==> src/hdl/rfdrl_regs.vh <==
// Functional notes
// - low variants: swallow count bits 6..3, 0-15
// - high variant: swallow count bits 7..3, 0-31
// - low variants: binary count bits 21..7, min 3
// - high variant: binary count bits 21..8, min 3
// - low variants: select bit 22 picks 8/9 or 16/17
// - high variant: select bit 22 picks 16/17 or 32/33
// - bit 23 powers down the loop
// - power-down plus pump hiz picks sync/async
// - timeout is 12 bits at 14..3
// - timeout 0: pin hiz, gain bit rules
// - timeout 1: pin low, pump forced high
// - timeout 2: pin driven low, gain bit rules
// - timeout 3: pin driven high, gain bit rules
// - timeout 4+: low and high pump for count
// - new timeout latched on next comparison event
// - third register holds IF fields and mux bits
// - gain bit picks 1 mA or 4 mA
// - pump hiz acts immediately on change
`ifndef RFDRL_REGS_VH
`define RFDRL_REGS_VH
`define RFDRL_SEL_FEEDBACK 3'h1
`define RFDRL_SEL_TIMEOUT  3'h2
`define RFDRL_SEL_IFREF    3'h3
`define RFDRL_SEL_PUMP     3'h0
`define RFDRL_PD_BIT       23
`define RFDRL_PSEL_BIT     22
`define RFDRL_TOC_MSB      14
`define RFDRL_TOC_LSB      3
`define RFDRL_PUMP_GAIN_BIT 19
`define RFDRL_PUMP_HIZ_BIT  20
`define RFDRL_IF_POL_BIT   18
`define RFDRL_IF_GAIN_BIT  19
`define RFDRL_IF_HIZ_BIT   20
`define RFDRL_IF_RST_BIT   21
`define RFDRL_WORD_RESET   24'h000000
`define RFDRL_TOC_RESET    12'h000
`define RFDRL_TOC_OFF      12'h000
`define RFDRL_TOC_MANUAL   12'h001
`define RFDRL_TOC_GP_LOW   12'h002
`define RFDRL_TOC_GP_HIGH  12'h003
`endif

==> src/hdl/rfdrl_timeout.v <==
`timescale 1ns/1ps
`include "rfdrl_regs.vh"
module rfdrl_timeout (
    input  wire        mclk,
    input  wire        arst_n,
    input  wire        clk_en,
    input  wire        pfd_event,
    input  wire [11:0] pending_toc,
    output reg  [11:0] active_toc,
    output reg  [11:0] event_count,
    output reg         auto_done
);
    //==========================================================
    // latch setting and count events
    always @(posedge mclk or negedge arst_n) begin
        if (!arst_n) begin
            active_toc  <= `RFDRL_TOC_RESET;
            event_count <= 12'h000;
            auto_done   <= 1'b0;
        end else if (clk_en && pfd_event) begin
            active_toc  <= pending_toc;
            if (pending_toc != active_toc) begin
                event_count <= 12'h001;
                auto_done   <= 1'b0;
            end else if (!auto_done) begin
                if (event_count >= active_toc) begin
                    auto_done <= 1'b1;
                end else begin
                    event_count <= event_count + 12'h001;
                end
            end
        end
    end
endmodule // rfdrl_timeout

==> src/hdl/rfdrl_core.v <==
`timescale 1ns/1ps
`include "rfdrl_regs.vh"
module rfdrl_core #(
    parameter HIGH_VARIANT = 0
) (
    input  wire        mclk,
    input  wire        arst_n,
    input  wire        clk_en,
    input  wire        word_load,
    input  wire [23:0] word_data,
    input  wire        pfd_event,
    output reg  [4:0]  rf_swallow_count,
    output reg  [14:0] rf_binary_count,
    output reg  [5:0]  rf_prescaler_low,
    output reg         rf_power_down,
    output reg         rf_power_down_async,
    output reg         rf_pump_hiz,
    output reg         rf_pump_high,
    output reg         rf_rapid_lock_pin_o,
    output reg         rf_rapid_lock_pin_oe,
    output reg  [14:0] if_ref_divide,
    output reg         if_pfd_polarity,
    output reg         if_pump_gain,
    output reg         if_pump_hiz,
    output reg         if_counter_reset,
    output reg  [1:0]  output_select
);
    //==========================================================
    // stored words
    reg         rf_pump_gain;
    reg  [11:0] pending_toc;
    wire [11:0] active_toc;
    wire [11:0] event_count;
    wire        auto_done;
    reg         next_pin_o;
    reg         next_pin_oe;
    reg         next_high;
    wire [2:0]  sel = word_data[2:0];

    rfdrl_timeout u_timeout (
        .mclk        (mclk),
        .arst_n      (arst_n),
        .clk_en      (clk_en),
        .pfd_event   (pfd_event),
        .pending_toc (pending_toc),
        .active_toc  (active_toc),
        .event_count (event_count),
        .auto_done   (auto_done)
    );

    //==========================================================
    // word decode
    always @(posedge mclk or negedge arst_n) begin
        if (!arst_n) begin
            rf_swallow_count <= 5'h00;
            rf_binary_count  <= 15'h0000;
            // lower modulus of the select-0 pair for the fitted variant
            rf_prescaler_low <= (HIGH_VARIANT != 0) ? 6'h10 : 6'h08;
            rf_power_down    <= 1'b0;
            rf_pump_gain     <= 1'b0;
            rf_pump_hiz      <= 1'b0;
            pending_toc      <= `RFDRL_TOC_RESET;
            if_ref_divide    <= 15'h0000;
            if_pfd_polarity  <= 1'b0;
            if_pump_gain     <= 1'b0;
            if_pump_hiz      <= 1'b0;
            if_counter_reset <= 1'b0;
            output_select    <= 2'h0;
        end else if (clk_en && word_load) begin
            case (sel)
                `RFDRL_SEL_FEEDBACK: begin
                    if (HIGH_VARIANT != 0) begin
                        rf_swallow_count <= word_data[7:3];
                        rf_binary_count  <= {1'b0, word_data[21:8]};
                        rf_prescaler_low <= word_data[`RFDRL_PSEL_BIT] ? 6'h20 : 6'h10;
                    end else begin
                        rf_swallow_count <= {1'b0, word_data[6:3]};
                        rf_binary_count  <= word_data[21:7];
                        rf_prescaler_low <= word_data[`RFDRL_PSEL_BIT] ? 6'h10 : 6'h08;
                    end
                    rf_power_down <= word_data[`RFDRL_PD_BIT];
                end
                `RFDRL_SEL_TIMEOUT: begin
                    pending_toc <= word_data[`RFDRL_TOC_MSB:`RFDRL_TOC_LSB];
                end
                `RFDRL_SEL_IFREF: begin
                    if_ref_divide    <= word_data[17:3];
                    if_pfd_polarity  <= word_data[`RFDRL_IF_POL_BIT];
                    if_pump_gain     <= word_data[`RFDRL_IF_GAIN_BIT];
                    if_pump_hiz      <= word_data[`RFDRL_IF_HIZ_BIT];
                    if_counter_reset <= word_data[`RFDRL_IF_RST_BIT];
                    output_select    <= word_data[23:22];
                end
                `RFDRL_SEL_PUMP: begin
                    rf_pump_gain <= word_data[`RFDRL_PUMP_GAIN_BIT];
                    rf_pump_hiz  <= word_data[`RFDRL_PUMP_HIZ_BIT];
                end
                default: begin
                    rf_pump_hiz <= rf_pump_hiz;
                end
            endcase
        end
    end

    //==========================================================
    // rapid-lock pin and pump gain
    always @* begin
        next_high   = rf_pump_gain;
        next_pin_o  = 1'b0;
        next_pin_oe = 1'b0;
        case (active_toc)
            `RFDRL_TOC_OFF: begin
                next_pin_oe = 1'b0;
            end
            `RFDRL_TOC_MANUAL: begin
                next_pin_oe = 1'b1;
                next_high   = 1'b1;
            end
            `RFDRL_TOC_GP_LOW: begin
                next_pin_oe = 1'b1;
            end
            `RFDRL_TOC_GP_HIGH: begin
                next_pin_oe = 1'b1;
                next_pin_o  = 1'b1;
            end
            default: begin
                next_pin_oe = !auto_done;
                next_high   = !auto_done;
            end
        endcase
    end

    always @(posedge mclk or negedge arst_n) begin
        if (!arst_n) begin
            rf_pump_high         <= 1'b0;
            rf_rapid_lock_pin_o  <= 1'b0;
            rf_rapid_lock_pin_oe <= 1'b0;
            rf_power_down_async          <= 1'b0;
        end else if (clk_en) begin
            rf_pump_high         <= next_high;
            rf_rapid_lock_pin_o  <= next_pin_o;
            rf_rapid_lock_pin_oe <= next_pin_oe;
            rf_power_down_async          <= rf_power_down & rf_pump_hiz;
        end
    end
endmodule // rfdrl_core

==> config.mk <==
export PLATFORM = sky130hd
export DESIGN_NAME = rfdrl_core
export DESIGN_NICKNAME = d
export VERILOG_FILES = /design/src/hdl/rfdrl_timeout.v /design/src/hdl/rfdrl_core.v
export VERILOG_INCLUDE_DIRS = /design/src /design/src/hdl
export SDC_FILE = /design/constraint.sdc
export NUM_CORES = 1
export LEC_CHECK = 0
export ABC_CLOCK_PERIOD_IN_PS = 5450
export BUFFER_PORTS_ARGS = -buffer_cell sky130_fd_sc_hd__buf_2
export CAP_MARGIN = 20
export CORE_MARGIN = 5
export CORE_UTILIZATION = 55
export DETAILED_ROUTE_END_ITERATION = 8
export GPL_ROUTABILITY_DRIVEN = 0
export GPL_TIMING_DRIVEN = 0
export PLACE_DENSITY = 0.8
export SKIP_CTS_REPAIR_TIMING = 1
export SYNTH_ARGS = -nofsm -noshare
export SYNTH_HDL_FRONTEND = slang
export SYNTH_HIERARCHICAL = 1
export SYNTH_SLANG_ARGS = --single-unit
==> constraint.sdc <==
create_clock -name mclk -period 5.45 [get_ports mclk]
set_clock_uncertainty 0.15 [all_clocks]
set_input_delay 1.635 -clock mclk [delete_from_list [all_inputs] [get_ports mclk]]
set_output_delay 1.635 -clock mclk [all_outputs]
set_load 0.005 [all_outputs]
==> After elaboration in Yosys (flattened, before gate mapping) <==
Index checks and enable logic that the tools add are counted.
{ "classes": {"addsub": 1, "mul": 0, "div_mod_pow": 0, "magnitude_cmp": 1, "n_eq_ne": 9, "shift": 0, "n_mux": 10, "bitwise": 1, "n_reduce_logical": 12} }
{ "ops": {"columns": ["op", "count"], "rows": [
  ["12-bit two-way mux", 3],
  ["12-bit by 2-bit == test with 1-bit output, second input constant", 2],
  ["12-bit by 1-bit adder with 12-bit output, second input constant", 1],
  ["12-bit by 1-bit == test with 1-bit output, second input constant", 1],
  ["12-bit >= comparator", 1],
  ["12-bit zero test", 1],
  ["12-bit inequality test", 1],
  ["2-bit AND reduction", 4],
  ["3-bit by 2-bit == test with 1-bit output, second input constant", 2],
  ["3-bit OR reduction", 2],
  ["5-bit two-way mux", 1],
  ["1-bit two-way mux", 4],
  ["1-bit case mux with 2 select lines", 2],
  ["3-bit by 1-bit == test with 1-bit output, second input constant", 1],
  ["3-bit zero test", 1],
  ["3-bit AND reduction", 1],
  ["1-bit logical AND", 2],
  ["2-bit by 1-bit inequality test with 1-bit output, second input constant", 1],
  ["2-bit inequality test, second input constant", 1],
  ["1-bit AND", 1],
  ["1-bit zero test", 1]
]} }
{ "word_totals": {"reg_bits": 90, "latchBits": 0, "mem_bits_rw": 0, "mem_bits_ro": 0, "elab_cells": 54, "memories": 0} }

==> Logic depth before layout (Yosys ltp) <==
{ "logic_depth": {"ltp_word": 4, "depth_mapped": 9, "depth_no_buf": 8} }

==> By module <==
The synthesis kept the hierarchy.
{ "modules_own_cells": {"columns": ["mod", "n_inst", "cells_per_inst", "area_per_inst_um2", "seq_area_each_um2"], "rows": [
  ["rfdrl_core", 1, 157, 2562.5, 1527.7],
  ["rfdrl_timeout", 1, 170, 1621.6, 625.6]
]} }

==> Least setup slack after synthesis <==
No wires, ideal clock.
{ "synth_path": {"kind": "input to register", "startpoint": "input word_data[2]", "endpoint": "register pending_toc[10]", "setup_ps": 127, "arrival_ps": 2537, "required_ps": 5173, "setup_slack_ps": 2636, "path_stages": 4, "n_path_buf": 1, "cell_sequence": "and2b_1 -> and4b_1 -> buf_6 -> mux2_1"} }
{ "synth_between": {"elab_chain_cells": 2} }
{ "synth_lines": {"columns": ["element", "line_no", "source"], "rows": [
  ["start, declared", "rfdrl_core.v:10", "input wire [23:0] word_data,"],
  ["3-bit by 2-bit == test with 1-bit output", "rfdrl_core.v:70", "case (sel)"],
  ["2-bit AND reduction (no source line)", null, null],
  ["end signal, assigned", "rfdrl_core.v:62", "pending_toc <= `RFDRL_TOC_RESET;"],
  ["end signal, assigned", "rfdrl_core.v:84", "pending_toc <= word_data[`RFDRL_TOC_MSB:`RFDRL_TOC_LSB];"],
  ["end, declared", "rfdrl_core.v:31", "reg [11:0] pending_toc;"]
]} }
No other way between the ends.
A chain may end at the register's enable or synchronous reset.

==> Worst setup path in the final report <==
{ "layout_path": {"startpoint": "input clk_en", "endpoint": "register u_timeout.auto_done"} }
{ "layout_between": {"elab_chain_cells": 1} }
{ "layout_lines": {"columns": ["element", "line_no", "source"], "rows": [
  ["start, declared", "rfdrl_core.v:8", "input wire clk_en,"],
  ["1-bit logical AND", "rfdrl_timeout.v:20", "end else if (clk_en && pfd_event) begin"],
  ["end signal, assigned", "rfdrl_timeout.v:19", "auto_done <= 1'b0;"],
  ["end signal, assigned", "rfdrl_timeout.v:24", "auto_done <= 1'b0;"],
  ["end signal, assigned", "rfdrl_timeout.v:27", "auto_done <= 1'b1;"],
  ["end, declared", "rfdrl_timeout.v:11", "output reg auto_done"]
]} }
No other way between the ends.

==> metrics.md <==
| Metric | Value |
|---|---|
| I/O Pins | `a little over 80` |
| Overall power | `1.73 mW` |
| Die Ht | `a little under 100 µm` |
| Layout Nets | `461` |
| Fill count | `approximately 540` |
| Post-route minimum period | `roughly 3000 ps` |
| CP required | `approximately 5500 ps` |
| Antenna Cells | `0` |
| Period utilisation layout | `53.5%` |
| Slowest cell on the critical path | `clkbuf_1` |
| Number of synthesized flops with an enable pin | `0` |
| Slowest Stage Delay on Critical Path | `460 ps` |
| Synthesized area per cell | `12.8 µm²` |
| Startpoint types | `input pin` |
| Top_reg_cell synth | `dfrtp_1` |
| Leak | `between 2 and 2.5 nW` |
| Initial Util | `57.1%` |
| First-pass GRT wire length | `15100 µm` |
| H-tree level count | `3` |
| Worst slew pin tran | `833 ps` |
| Global-route usage over all layers | `~20%` |
| Final worst slack | `~2500 ps` |
| Fraction of registers with async set/reset | `100%` |
| Largest net degree at the start of global routing | `between 50 and 60` |
| Detail Route Antenna Nets | `0` |
| Grt total ovfl | `0` |
| Die area | `9450 µm²` |
| Post-route DRC | `0` |
| Final hold vios | `0` |
| Rows | `31` |
| Vias per cell | `5.57` |
| Crit path max fanout | `10` |
| Synth Warn # | `6` |
| Routed wire length | `9010 µm` |
| Pre-CTS WS | `2230 ps` |
| WL/cell | `17.2 µm` |
| Min-Delay Path Class | `reg -> reg` |
| 1st-iter DRT viols | `between 200 and 250` |
| Synth Cell Area | `~4200 µm²` |
| Arrival time at the worst endpoint | `~3000 ps` |
| Most frequent cell on the critical path | `clkbuf_1` |
| Most frequent cells in the layout | `dfrtp_1 (85), buf_2 (76), mux2_2 (32)` |
| Share of layout cells above drive strength 1 | `39.6%` |
| Worst Setup End Kind | `flop` |
| Clock slew seen by the registers of the worst setup and hold paths | `90 ps` |
| Placed instance area | `4730 µm²` |
| Clock buffer count from CTS | `9` |
| PwrDens | `352 nW/µm²` |
| Run status | `complete, no violations` |
| 1st-pass router iterations | `4` |
| Crit path from | `clk_en` |
| Register area share after synthesis | `51.5%` |
| Core area | `around 7300 µm²` |
| Slew HR | `43.9%` |
| Max-cap check violation count | `0` |
| P&R area growth vs syn | `17.6%` |
| Flop and latch count out of synthesis | `86` |
| CTS tree | `yes` |
| Clock latency on the worst-skew pair | `350 ps` |
| Worst R2R Start | `u_timeout/active_toc[0]` |
| Buffers on Ports | `76` |
| Peak VDD IR | `0.000287 V` |
| Clock tree buffer depth | `2` |
| Fmax | `0.343 GHz` |
| Crit-path leading delay family | `buffers and inverters` |
| Clk sinks | `86` |
| Setup CP Type | `in -> reg` |
| RSZ-0062 raised after global routing | `no` |
| Vias in the first global route | `3041` |
| Hold path start | `rf_prescaler_low[3]` |
| Most common cell after layout, fill and taps aside | `dfrtp_1` |
| Synth cell types | `47` |
| Final Max Tran Viols | `0` |
| Buf/Inv on CP | `3` |
| Setup_tns | `0 ps` |
| Post-Synthesis Cells | `327` |
| Die Wd | `97.2 µm` |
| Vias post-DR | `2915` |
| Hold WS | `348 ps` |
| Critical Path, Cell by Cell | `buf_2, nand2_1, clkbuf_1, clkbuf_1, o21ai_0` |
| Final setup vio count | `0` |
| Initial antenna violation count | `0` |
| Root buf cell | `clkbuf_8` |
| Cell area after layout | `4920 µm²` |
| DP HPWL | `around 6700 µm` |
-- per-layer routing --
layer,vias up,part of all wire (%),global-route usage [%]
met4,0,2.1,7.14
met3,18,3.8,3.52
met5,-,0,0
met2,73,51,33.9
met1,1467,44,24.5
li1,1357,-,-
-- sequential cells by signal (all words and copies together) (netlist names) --
signal,count
if_ref_divide,15
rf_binary_count,15
pending_toc,12
u_timeout/active_toc,12
u_timeout/event_count,12
rf_swallow_count,4
output_select,2
rf_prescaler_low,2
if_counter_reset,1
if_pfd_polarity,1
if_pump_gain,1
if_pump_hiz,1
rf_power_down,1
rf_power_down_async,1
rf_pump_gain,1
rf_pump_high,1
rf_pump_hiz,1
rf_rapid_lock_pin_o,1
rf_rapid_lock_pin_oe,1
u_timeout/auto_done,1
-- cells in the mapped netlist (2+ instances only) --
cell | count | area [µm²]
mux2_1 | 10 | 113
a21o_1 | 2 | 15.0
or4_1 | 6 | 45.0
a22oi_1 | 2 | 15.0
nor4_1 | 2 | 12.5
o21ai_0 | 5 | 25.0
nand2_1 | 21 | 78.8
nor3_1 | 3 | 15.0
ha_1 | 13 | 163
o211ai_1 | 8 | 60.1
nand2b_1 | 2 | 12.5
buf_6 | 5 | 56.3
buf_4 | 5 | 37.5
nand4_1 | 11 | 68.8
clkbuf_1 | 5 | 18.8
mux2_2 | 32 | 360
inv_1 | 15 | 56.3
o311ai_0 | 2 | 17.5
dfrtp_1 | 85 | 2130
mux2_4 | 26 | 390
xnor2_1 | 12 | 105
nor2_1 | 8 | 30.0
nand3_2 | 2 | 20.0
nor2b_1 | 3 | 18.8
a21oi_1 | 3 | 15.0
o21a_1 | 2 | 15.0
nand3_1 | 16 | 80.1
a32oi_1 | 2 | 17.5
-- stage by stage --
| stage | std cells | utilization [%] |
|---|---|---|
| after floorplan | 331 | - |
| after global placement | 506 | 64.2 |
| after detailed placement | 507 | 64.6 |
| after CTS | 523 | 67.1 |
| after global routing | 523 | 67.1 |
| final | 523 | 67.1 |
-- cell families (layout without fill, tap and decap cells) --
kind of cell | Yosys count | count (layout) | share of synthesized area (%)
compound gates | 32 | 32 | 5.53
xor+xnor | 12 | 12 | 2.51
fa+ha+maj | 13 | 13 | 3.89
buf+inv | 31 | 124 | 4.16
flops | 86 | 86 | 51.5
mux | 69 | 69 | 20.9
other cells | 1 | 5 | 0.0896
simple gates | 83 | 83 | 11.5
-- power by group --
part	total [mW]	internal (mW)	leakage (nW)	switching, mW
logic	0.435	0.250	1.30	0.185
clock network	0.417	0.192	0.0848	0.226
registers	0.880	0.772	1.07	0.108
-- worst register-to-register path: stages, from the launching register on --
cell	delay, ps
dfrtp_1	450
ha_1	310
nand2b_1	140
a2111oi_0	440
or4_1	220
nand3_2	190
or4_1	560
nand3_1	100
-- area by class of cell --
type	count	area, µm²	area share (%)
Multi-Input combinational cell	214	1870	38.0
Buffer	16	118	2.39
Timing Repair Buffer	77	410	8.34
Sequential cell	86	2150	43.8
Clock inverter	4	31.3	0.636
Clock buffer	12	155	3.15
Inverter	15	56.3	1.14
Tap cell	99	124	2.52
-- path summary, 6_finish.rpt --
check	to	depth (start not counted)	slack [ps]
min	rf_prescaler_low[3]	2	350
max	u_timeout/auto_done	5	2530
min reg2reg	rf_prescaler_low[3]	2	350
max in group asynchronous	u_timeout/active_toc[10]	2	3460
max reg2reg	u_timeout/event_count[10]	7	2850
min in group asynchronous	if_counter_reset	1	1070
(Power assumes the default switching activity.)
